<file path="src/common/hhdma_pkg.sv">
// Shared constants and types of the halt-handshake transfer engine
package hhdma_pkg;
   localparam int unsigned NUM_CH       = 4;
   localparam int unsigned ADDR_W       = 16;
   localparam int unsigned DATA_W       = 8;
   localparam int unsigned LEN_W        = 9;
   localparam int unsigned FIFO_DEPTH   = 32;
   // Channel indices, higher index wins arbitration
   localparam int unsigned CH_GEN2      = 0;
   localparam int unsigned CH_GEN1      = 1;
   localparam int unsigned CH_MODEM_TX  = 2;
   localparam int unsigned CH_MODEM_RX  = 3;
   // Modem channels move fixed packets of this many bytes
   localparam logic [LEN_W-1:0] MODEM_PKT_BYTES = 9'h010;
   // Byte timing in clock cycles
   localparam int unsigned READ_CYCLES  = 1;
   localparam int unsigned WRITE_CYCLES = 3;
   localparam int unsigned BYTE_CYCLES  = READ_CYCLES + WRITE_CYCLES;
   localparam logic [1:0] WR_LAST       = 2'(WRITE_CYCLES - 1);
   localparam logic [7:0] IDLE_RST      = 8'h00;

   typedef enum logic [1:0] {
      HHDMA_IDLE,
      HHDMA_WAIT_HALT,
      HHDMA_READ,
      HHDMA_WRITE
   } hhdma_state_t;
endpackage

</file>
<file path="src/verilog/hhdma_engine.sv">
// Four-channel memory transfer engine with core halt handshake
//
// What this block does
// - Four independent channels move bytes within memory or to/from it.
// - Two modem channels have only start and address ports, no size or idle ports.
// - Modem channels take both source and dest addresses; only the packet size is fixed.
// - General channels take source, dest, sizes and idle times.
// - A halt request goes to the core before memory is touched.
// - No memory cycle starts until the core's halted acknowledge is seen.
// - Each channel requests with a one-cycle pulse; several may coincide.
// - Simultaneous requests are granted highest priority first; the others wait for later grants.
// - Halt request stays high from the grant to the end of the access.
// - The access window lasts four cycles per byte moved.
// - The halt request drops when the access window ends.
// - Each byte takes one read cycle and three write cycles.
`timescale 1ns/1ps
module hhdma_engine
   import hhdma_pkg::*;
(
   // Clock and reset
   input  wire logic                        sys_clk,
   input  wire logic                        arst_n,
   // Core halt handshake
   output logic                             core_halt_req,
   input  wire logic                        core_halted,
   // Modem channels
   input  wire logic                        modem_rx_start,
   input  wire logic [hhdma_pkg::ADDR_W-1:0] modem_rx_dst,
   input  wire logic [hhdma_pkg::ADDR_W-1:0] modem_rx_src,
   input  wire logic                        modem_tx_start,
   input  wire logic [hhdma_pkg::ADDR_W-1:0] modem_tx_src,
   input  wire logic [hhdma_pkg::ADDR_W-1:0] modem_tx_dst,
   // General channel 1
   input  wire logic                        gen1_start,
   input  wire logic [hhdma_pkg::ADDR_W-1:0] gen1_src,
   input  wire logic [hhdma_pkg::ADDR_W-1:0] gen1_dst,
   input  wire logic [hhdma_pkg::LEN_W-1:0]  gen1_src_size,
   input  wire logic [hhdma_pkg::LEN_W-1:0]  gen1_dst_size,
   input  wire logic [7:0]                  gen1_idle,
   // General channel 2
   input  wire logic                        gen2_start,
   input  wire logic [hhdma_pkg::ADDR_W-1:0] gen2_src,
   input  wire logic [hhdma_pkg::ADDR_W-1:0] gen2_dst,
   input  wire logic [hhdma_pkg::LEN_W-1:0]  gen2_src_size,
   input  wire logic [hhdma_pkg::LEN_W-1:0]  gen2_dst_size,
   input  wire logic [7:0]                  gen2_idle,
   // Memory port
   output logic      [hhdma_pkg::ADDR_W-1:0] mem_addr,
   output logic      [hhdma_pkg::DATA_W-1:0] mem_wdata,
   input  wire logic [hhdma_pkg::DATA_W-1:0] mem_rdata,
   output logic                             mem_oe,
   output logic                             mem_we,
   output logic                             mem_drive,
   // Status
   output logic      [hhdma_pkg::NUM_CH-1:0] ch_busy,
   output logic      [hhdma_pkg::NUM_CH-1:0] ch_done
);
   typedef struct packed
   {
      hhdma_state_t                          state;
      logic [NUM_CH-1:0]                     pend;
      logic [NUM_CH-1:0]                     req;
      logic [NUM_CH-1:0]                     done;
      logic [NUM_CH-1:0][ADDR_W-1:0]         src;
      logic [NUM_CH-1:0][ADDR_W-1:0]         dst;
      logic [NUM_CH-1:0][LEN_W-1:0]          left;
      logic [NUM_CH-1:0][7:0]                idle;
      logic [1:0]                            cur;
      logic [LEN_W-1:0]                      cnt;
      logic [1:0]                            wcyc;
      logic                                  halt;
      logic [ADDR_W-1:0]                     addr;
      logic                                  oe;
      logic                                  we;
   } hhdma_st_t;

   hhdma_st_t              st_reg;
   hhdma_st_t              st_next;
   logic [NUM_CH-1:0]      start_v;
   logic [NUM_CH-1:0][ADDR_W-1:0] src_v;
   logic [NUM_CH-1:0][ADDR_W-1:0] dst_v;
   logic [NUM_CH-1:0][LEN_W-1:0]  len_v;
   logic [NUM_CH-1:0][7:0]        idle_v;
   logic                   fifo_in_ready;
   logic                   fifo_out_valid;
   logic [DATA_W-1:0]      fifo_out_data;
   logic                   fifo_push;
   logic                   fifo_pop;

   always_comb
   begin
      // every channel, modem ones too, takes start, source and dest ports
      start_v = {modem_rx_start, modem_tx_start, gen1_start, gen2_start};
      src_v   = {modem_rx_src, modem_tx_src, gen1_src, gen2_src};
      dst_v   = {modem_rx_dst, modem_tx_dst, gen1_dst, gen2_dst};
      // general sizes: the shorter side bounds the move
      len_v[CH_GEN2] = (gen2_src_size < gen2_dst_size) ? gen2_src_size
                                                       : gen2_dst_size;
      len_v[CH_GEN1] = (gen1_src_size < gen1_dst_size) ? gen1_src_size
                                                       : gen1_dst_size;
      len_v[CH_MODEM_TX] = MODEM_PKT_BYTES;
      len_v[CH_MODEM_RX] = MODEM_PKT_BYTES;
      idle_v  = {IDLE_RST, IDLE_RST, gen1_idle, gen2_idle};
   end

   // Read byte enters the FIFO; the write phase drains it
   assign fifo_push = (st_reg.state == HHDMA_READ) && core_halted &&
                      fifo_in_ready;
   assign fifo_pop  = (st_reg.state == HHDMA_WRITE) && fifo_out_valid &&
                      (st_reg.wcyc == WR_LAST);

   hhdma_fifo
   #(
      .WIDTH (DATA_W),
      .DEPTH (FIFO_DEPTH)
   )
   u_fifo
   (
      .sys_clk   (sys_clk),
      .arst_n    (arst_n),
      .in_valid  (fifo_push),
      .in_ready  (fifo_in_ready),
      .in_data   (mem_rdata),
      .out_valid (fifo_out_valid),
      .out_ready (fifo_pop),
      .out_data  (fifo_out_data)
   );

   always_comb
   begin
      st_next      = st_reg;
      st_next.req  = '0;
      st_next.done = '0;
      for (int i = 0; i < NUM_CH; i++)
      begin
         // Zero-length starts are dropped so busy cannot stick
         if (start_v[i] && !st_reg.pend[i] && (len_v[i] != '0))
         begin
            st_next.pend[i] = 1'b1;
            st_next.src[i]  = src_v[i];
            st_next.dst[i]  = dst_v[i];
            st_next.left[i] = len_v[i];
         end
         // idle gap runs out before the next request
         if (st_reg.idle[i] != '0)
         begin
            st_next.idle[i] = st_reg.idle[i] - 1'b1;
         end
         st_next.req[i] = st_reg.pend[i] && (st_reg.idle[i] == '0) &&
                          (st_reg.state == HHDMA_IDLE) && !st_reg.req[i] &&
                          (st_reg.left[i] != '0);
      end
      st_next.oe = 1'b0;
      st_next.we = 1'b0;
      case (st_reg.state)
         HHDMA_IDLE:
         begin
            for (int i = 0; i < NUM_CH; i++)
            begin
               if (st_reg.req[i])
               begin
                  st_next.cur = 2'(i);
               end
            end
            if (st_reg.req != '0)
            begin
               st_next.req   = '0;
               st_next.halt  = 1'b1;
               st_next.cnt   = st_next.left[st_next.cur];
               st_next.state = HHDMA_WAIT_HALT;
            end
         end
         HHDMA_WAIT_HALT:
         begin
            if (core_halted)
            begin
               st_next.state = HHDMA_READ;
               st_next.addr  = st_reg.src[st_reg.cur];
               st_next.oe    = 1'b1;
            end
         end
         HHDMA_READ:
         begin
            st_next.state = HHDMA_WRITE;
            st_next.wcyc  = '0;
            st_next.addr  = st_reg.dst[st_reg.cur];
            st_next.we    = 1'b1;
         end
         HHDMA_WRITE:
         begin
            st_next.we   = 1'b1;
            st_next.wcyc = st_reg.wcyc + 1'b1;
            if (st_reg.wcyc == WR_LAST)
            begin
               st_next.we = 1'b0;
               st_next.src[st_reg.cur] = st_reg.src[st_reg.cur] + 1'b1;
               st_next.dst[st_reg.cur] = st_reg.dst[st_reg.cur] + 1'b1;
               st_next.left[st_reg.cur] = st_reg.left[st_reg.cur] - 1'b1;
               st_next.cnt  = st_reg.cnt - 1'b1;
               // window ends after the last byte
               if (st_reg.cnt == 9'h001)
               begin
                  st_next.halt  = 1'b0;
                  st_next.state = HHDMA_IDLE;
                  st_next.pend[st_reg.cur] = 1'b0;
                  st_next.done[st_reg.cur] = 1'b1;
               end
               else
               begin
                  st_next.state = HHDMA_READ;
                  st_next.addr  = st_reg.src[st_reg.cur] + 1'b1;
                  st_next.oe    = 1'b1;
               end
            end
         end
         default:
         begin
            st_next.state = HHDMA_IDLE;
         end
      endcase
      // Modem packets are fixed; general channels wait their idle time
      if (st_next.done != '0)
      begin
         st_next.idle[st_reg.cur] = idle_v[st_reg.cur];
      end
   end

   always_ff @(posedge sys_clk or negedge arst_n)
   begin
      if (!arst_n)
      begin
         st_reg <= '0;
      end
      else
      begin
         st_reg <= st_next;
      end
   end

   assign mem_drive     = st_reg.oe || st_reg.we;
   assign mem_addr      = mem_drive ? st_reg.addr : '0;
   assign mem_wdata     = st_reg.we ? fifo_out_data : '0;
   assign mem_oe        = st_reg.oe;
   assign mem_we        = st_reg.we;
   assign core_halt_req = st_reg.halt;
   assign ch_busy       = st_reg.pend;
   assign ch_done       = st_reg.done;
endmodule

</file>
<file path="src/verilog/hhdma_fifo.sv">
// Parameterised flip-flop FIFO with valid and ready on both sides
`timescale 1ns/1ps
module hhdma_fifo
#(
   parameter int unsigned WIDTH = 8,
   parameter int unsigned DEPTH = 32
)
(
   // Clock and reset
   input  wire logic             sys_clk,
   input  wire logic             arst_n,
   // Fill side
   input  wire logic             in_valid,
   output logic                  in_ready,
   input  wire logic [WIDTH-1:0] in_data,
   // Drain side
   output logic                  out_valid,
   input  wire logic             out_ready,
   output logic      [WIDTH-1:0] out_data
);
   localparam int unsigned PW = $clog2(DEPTH);

   typedef struct packed
   {
      logic [DEPTH-1:0][WIDTH-1:0] mem;
      logic [PW-1:0]               wr_ptr;
      logic [PW-1:0]               rd_ptr;
      logic [PW:0]                 count;
   } hhdma_fifo_st_t;

   hhdma_fifo_st_t st_reg;
   hhdma_fifo_st_t st_next;
   logic           push;
   logic           pop;

   assign in_ready  = (st_reg.count != (PW+1)'(DEPTH));
   assign out_valid = (st_reg.count != '0);
   assign out_data  = st_reg.mem[st_reg.rd_ptr];
   assign push      = in_valid && in_ready;
   assign pop       = out_valid && out_ready;

   always_comb
   begin
      st_next = st_reg;
      if (push)
      begin
         st_next.mem[st_reg.wr_ptr] = in_data;
         st_next.wr_ptr = st_reg.wr_ptr + 1'b1;
      end
      if (pop)
      begin
         st_next.rd_ptr = st_reg.rd_ptr + 1'b1;
      end
      if (push && !pop)
      begin
         st_next.count = st_reg.count + 1'b1;
      end
      else if (pop && !push)
      begin
         st_next.count = st_reg.count - 1'b1;
      end
   end

   always_ff @(posedge sys_clk or negedge arst_n)
   begin
      if (!arst_n)
      begin
         st_reg <= '0;
      end
      else
      begin
         st_reg <= st_next;
      end
   end
endmodule

</file>
<file path="config.mk">
export PLATFORM = sky130hd
export DESIGN_NAME = hhdma_engine
export DESIGN_NICKNAME = d
export VERILOG_FILES = /design/src/common/hhdma_pkg.sv /design/src/verilog/hhdma_engine.sv /design/src/verilog/hhdma_fifo.sv
export SDC_FILE = /design/constraint.sdc
export NUM_CORES = 1
export LEC_CHECK = 0
export BUFFER_PORTS_ARGS = -buffer_cell sky130_fd_sc_hd__buf_2
export CAP_MARGIN = 40
export CORE_UTILIZATION = 50
export CTS_CLUSTER_DIAMETER = 100
export DETAILED_ROUTE_END_ITERATION = 10
export PLACE_DENSITY_LB_ADDON = 0.12
export SLEW_MARGIN = 20
export SYNTH_ARGS = -nofsm -noshare
export SYNTH_HDL_FRONTEND = slang
export SYNTH_SLANG_ARGS = --single-unit
</file>
<file path="constraint.sdc">
create_clock -name sys_clk -period 7.9 [get_ports sys_clk]
set_input_delay 1.185 -clock sys_clk [delete_from_list [all_inputs] [get_ports sys_clk]]
set_output_delay 1.185 -clock sys_clk [all_outputs]
set_load 0.02 [all_outputs]
</file>
* Yosys cells after proc, flatten, opt, wreduce, memory -nomap -nowiden *
Index checks and enable logic that the tools add are counted.

storage, ports and cells
  flip-flop bits (word level) = 514
  bits in latches = 0
  RAM bits = 0
  memory bits (read-only) = 0
  word-level logic and storage cells = 249
  memories kept = 0

operators by class
  add/sub/neg operators = 13
  multiply operators = 0
  div/mod/pow operators = 0
  order comparisons = 8
  eq/ne operators = 11
  shift-type cells = 0
  mux-type cells = 84
  bitwise gates (word level) = 2
  reduce and logical (&&, ||, !) cells = 69

operator list
  cell                   count
  $mux 168               2
  $bwmux 256             1
  $mux 16                12
  $bwmux 64              2
  $mux 9                 11
  $mux 8                 9
  $bmux 16 s2            2
  $reduce_bool 9->1      6
  $pmux 16 s3            1
  $bmux 8 s5             1
  $demux 8 s5            1
  $bmux 9 s2             2
  $bwmux 36              1
  $mux 17                2
  $add 16x1->16 const B  2
  $bwmux 32              1
  $demux 16 s2           1
  $logic_and 1x1->1      32
  $logic_not 8->1        4
  $mux 32                1
  $reduce_bool 8->1      4
  $sub 8x1->8 const B    4
  $mux 4                 5
  $mux 19                1
  38 further kinds       79

* Depth between registers and ports, before layout *
  depth after elaboration = 10
  gate-level depth with buffers = 15

* Cells and area by module *
From an unflattened synthesis, not the netlist that was laid out.

second synthesis, totals
  cell total of the unflattened synthesis = 2380
  area total of the unflattened synthesis = 26999.6 µm²

modules (own cells, without submodules)
  module        instances  cells each  area each (µm²)
  hhdma_engine  1          1532        14357.5
  hhdma_fifo    1          848         12642.1

* Least setup slack after synthesis *
OpenSTA, ideal clock, no wires.

  path type = flip-flop to output port
  start = register u_fifo.st_reg[6] (netlist name)
  end = output port mem_wdata[0] (netlist name)
  data arrival time = 2.371 ns
  required time = 6.715 ns
  setup slack = 4.344 ns
  stages on the path, launching flop included = 7
  buffers on the path = 2
  cells stage by stage = dfrtp_1 -> buf_1 -> buf_2 -> mux4_2 -> mux4_2 -> mux2i_1 -> nor2b_1

between the ends
  cells in the longest elaborated chain, start to end = 3

RTL lines
  element                       RTL line             text
  from (decl)                   hhdma_fifo.sv:31     hhdma_fifo_st_t st_reg;
  from (signal assigned)        hhdma_fifo.sv:72     st_reg <= st_next;
  $bmux 8 s5                    hhdma_fifo.sv:38     assign out_data = st_reg.mem[st_reg.rd_ptr];
  $mux 8 (implied by the code)  hhdma_fifo.sv:38
  $mux 8                        hhdma_engine.sv:242  assign mem_wdata = st_reg.we ? fifo_out_data : '0;
  to (decl)                     hhdma_engine.sv:49   output logic [hhdma_pkg::DATA_W-1:0] mem_wdata,

No other way between the ends. The select of a mux whose other input is x is not followed.

* Worst setup path after layout *
  start = register u_fifo.st_reg[7] (netlist name)
  end = output port mem_wdata[3] (netlist name)

The elaborated chain is that of the path after synthesis.

==> results.py <==
metrics = {
    "run_status": {
        "outcome": "finished, final reports clean",
    },
    "grt": {
        "track_usage": 0.292,
        "antenna_found_initial": 3,
        "grt-ovfl-total": 0,
        "grt_pass1_vias": 20100,
        "grt_max_degree": 155,
        "grt_pass1_wl_mm": 121,
    },
    "logic_synthesis": {
        "synth-edff-count": 0,
        "ys_seq_elements": 514,
        "yosysMostFrequentCell": "dfrtp_1",
        "syn_avg_cell_area_um2": 11.4,
        "syn-instance-count": 2364,
        "synth_top_cell_by_area": "dfrtp_1",
        "yosys_most_used_dff": "dfrtp_1",
        "yosysSeqAreaShare": 0.479,
        "yosys_warnings": 0,
        "netlist-cell-type-count": 69,
        "async_flop_share": 1.00,
        "synth.top_cell.area_share": 0.479,
        "syn_nets": 2597,
        "synth.area.top_cells": "dfrtp_1, mux2_2, mux4_2",
        "synthesis.area_um2": 26900,
        "synthTopCellsByCount": "dfrtp_1, nand2_1, mux2_2",
    },
    "cts": {
        "cts_tree": "built",
        "clock-sinks": 514,
        "cts_setup_buffers": 0,
        "clk-insertion-delay-late_ns": 0.62,
        "clockRootBuffer": "clkbuf_16",
        "cts_resized": 0,
        "path_clk_slew_ns": 0.06,
        "htreeDepth": 2,
        "cts_buffers": 56,
        "cts_buffer_depth": 3,
        "cts_hold_buf": 0,
    },
    "route": {
        "drtPass1Iterations": 8,
        "wl_mm": 77.7,
        "drt_iter0_markers": 1744,
        "dr_wl_met2_mm": 34.9,
        "wl_met3_mm": 5.90,
        "drc": 0,
        "via_count": 19800,
        "wl_per_cell_um": 23.8,
        "viasPerCell": 6.06,
        "top_layer_used": "met5",
        "wl_met1_mm": 34.6,
        "antenna_left": 0,
    },
    "timing": {
        "finalCritPeriodShare": 0.591,
        "tightest_slew_ns": 0.880,
        "skew_ns": 0.0183,
        "setup_viol": 0,
        "clock.fmax_ghz": 0.214,
        "fin_setup_tns_ns": 0,
        "hold_viol": 0,
        "rsz0062_at_grt": "false",
        "slew_headroom": 0.413,
        "min_period_ns": 4.67,
        "slew_violations": 0,
    },
    "placed_design": {
        "globalplace.congestion": 0.886,
        "hpwl_mm": 52.9,
        "placed_area_um2": 28600,
        "placedCellCount": 3164,
        "port_buffers": 230,
    },
    "worst_setup_path": {
        "cp_max_fo": 50,
        "timing.rr.end": "st_reg[111]",
        "worst_setup_path_end_kind": "output pin",
        "reg2reg_depth": 9,
        "rrSetupSlack_ns": 4.10,
        "critPathCapture": "mem_wdata[3]",
        "r2r-start": "st_reg[30]",
        "startpoint": "u_fifo.st_reg[7]",
        "critPathKind": "flip-flop to output pin",
        "start_kind": "flip-flop",
        "crit_arrival_ns": 3.49,
        "required_ns": 6.71,
    },
    "power_and_ir_drop": {
        "power_switching_uw": 1970,
        "power_frac_clock": 0.368,
        "switching_share": 0.274,
        "p_leak_uw": 0.0144,
        "power.density_nw_per_um2": 236,
        "peakVddDrop_mv": 0.181,
        "p_int_uw": 5220,
        "pwr-share-comb": 0.183,
        "pwr-share-seq": 0.450,
    },
    "floorplanning": {
        "io_pins": 231,
        "die_h_um": 234,
        "initial_core_util": 0.508,
        "die_area_um2": 54700,
        "die_width_um": 234,
        "row_count": 84,
        "core_um2": 52900,
    },
    "finish": {
        "nNetsFinal": 2773,
        "fillers": 4455,
        "multi_input_area_um2": 13100,
        "largest_register_ffs": 272,
        "stdcell_count": 3270,
        "post-route-util": 0.577,
        "areaGrowthSynthToFinish_pct": 13.5,
        "seqCellArea_um2": 12900,
        "final_area_um2": 30500,
        "layout-drive-gt1-share": 0.312,
    },
    "hold_path": {
        "hp-class": "flip-flop to flip-flop",
    },
    "job": {
        "drv_cap": 0,
    },
}
==> layout make-up <==
class	instances	share of cell area
multi-input combinational	1641	0.429
sequential	514	0.422
clock buffer	87	0.0567
timing repair buffer	275	0.0534
tap	688	0.0282
inverter	52	0.00640
clock inverter	11	0.00406
antenna	2	0.000164
==> power groups by stage <==
stage                     Clock [uW]  Combinational [uW]  Sequential, uW
after global routing            2790                1430            3280
after floorplan                    0                 977            3140
after global placement             0                1220            3300
after CTS                       2690                1300            3250
final                           2650                1310            3240
after detailed placement           0                1290            3290
==> worst min path at each step <==
stage	from	to	slack, ns	cells after the start
2_1_floorplan	st_reg[10]	st_reg[10]	0.46	1
3_3_place_gp	st_reg[15]	st_reg[15]	0.47	1
3_5_place_dp	st_reg[15]	st_reg[15]	0.47	1
4_1_cts	st_reg[15]	st_reg[15]	0.49	1
5_1_grt	st_reg[15]	st_reg[15]	0.50	1
6_report	st_reg[15]	st_reg[15]	0.49	1
==> per-layer routing <==
metal  vias up  global-route usage
met1     10100               0.431
met3       129              0.0545
met2       760               0.435
met4         2              0.0980
li1       8819                   -
met5         -                   0
==> cell families (layout without fill, tap and decap cells) <==
logic type,after synthesis,count (layout),synth area share
and+or+nand+nor,712,712,0.118
AOI/OAI and AO/OA,343,343,0.0750
xor gates and xnor gates,72,72,0.0254
muxes,476,476,0.249
buffers and inverters,209,425,0.0354
other,0,2,0
adders and majority gates,38,38,0.0180
DFF,514,514,0.479
==> per-stage QoR <==
| step | setup WS, ns | hold slack, ns | total power, uW |
|---|---|---|---|
| detailed placement | 3.43 | 0.473 | 4580 |
| global route | 3.17 | 0.500 | 7490 |
| floorplan | 4.34 | 0.456 | 4110 |
| CTS | 3.21 | 0.487 | 7230 |
| global placement | 3.50 | 0.465 | 4520 |
| finish | 3.23 | 0.486 | 7190 |
==> worst max-delay path, cell delays in order, from the launching register on <==
cell and delay (ns):
dfrtp_2 0.67, buf_4 0.69, mux4_2 0.45, mux4_2 0.49, mux2i_1 0.26, nor2b_1 0.09
buf_2 0.17
==> placed cells by master (no fill, tap or decap), types with 10 or more instances in the layout <==
cell / Yosys / final
dfrtp_1: 514 / 510
nand2_1: 332 / 331
mux2_2: 291 / 291
buf_2: 14 / 230
nor2_1: 175 / 173
o21ai_0: 111 / 111
mux4_2: 108 / 108
a21oi_1: 107 / 107
mux2i_1: 63 / 63
clkbuf_16: 0 / 57
inv_1: 52 / 52
xnor2_1: 44 / 44
a31oi_1: 42 / 41
nand3_1: 40 / 39
ha_1: 37 / 37
buf_4: 17 / 32
nor2b_1: 31 / 29
nor3_1: 25 / 24
and3_1: 23 / 23
xor2_1: 21 / 21
clkbuf_8: 0 / 19
nand4_1: 14 / 14
mux4_1: 13 / 13
nor4_1: 13 / 13
clkbuf_1: 106 / 11
and2_1: 10 / 10
o21ai_1: 10 / 10
a22oi_1: 10 / 10
Note: power is estimated with default switching activity, not from simulation.
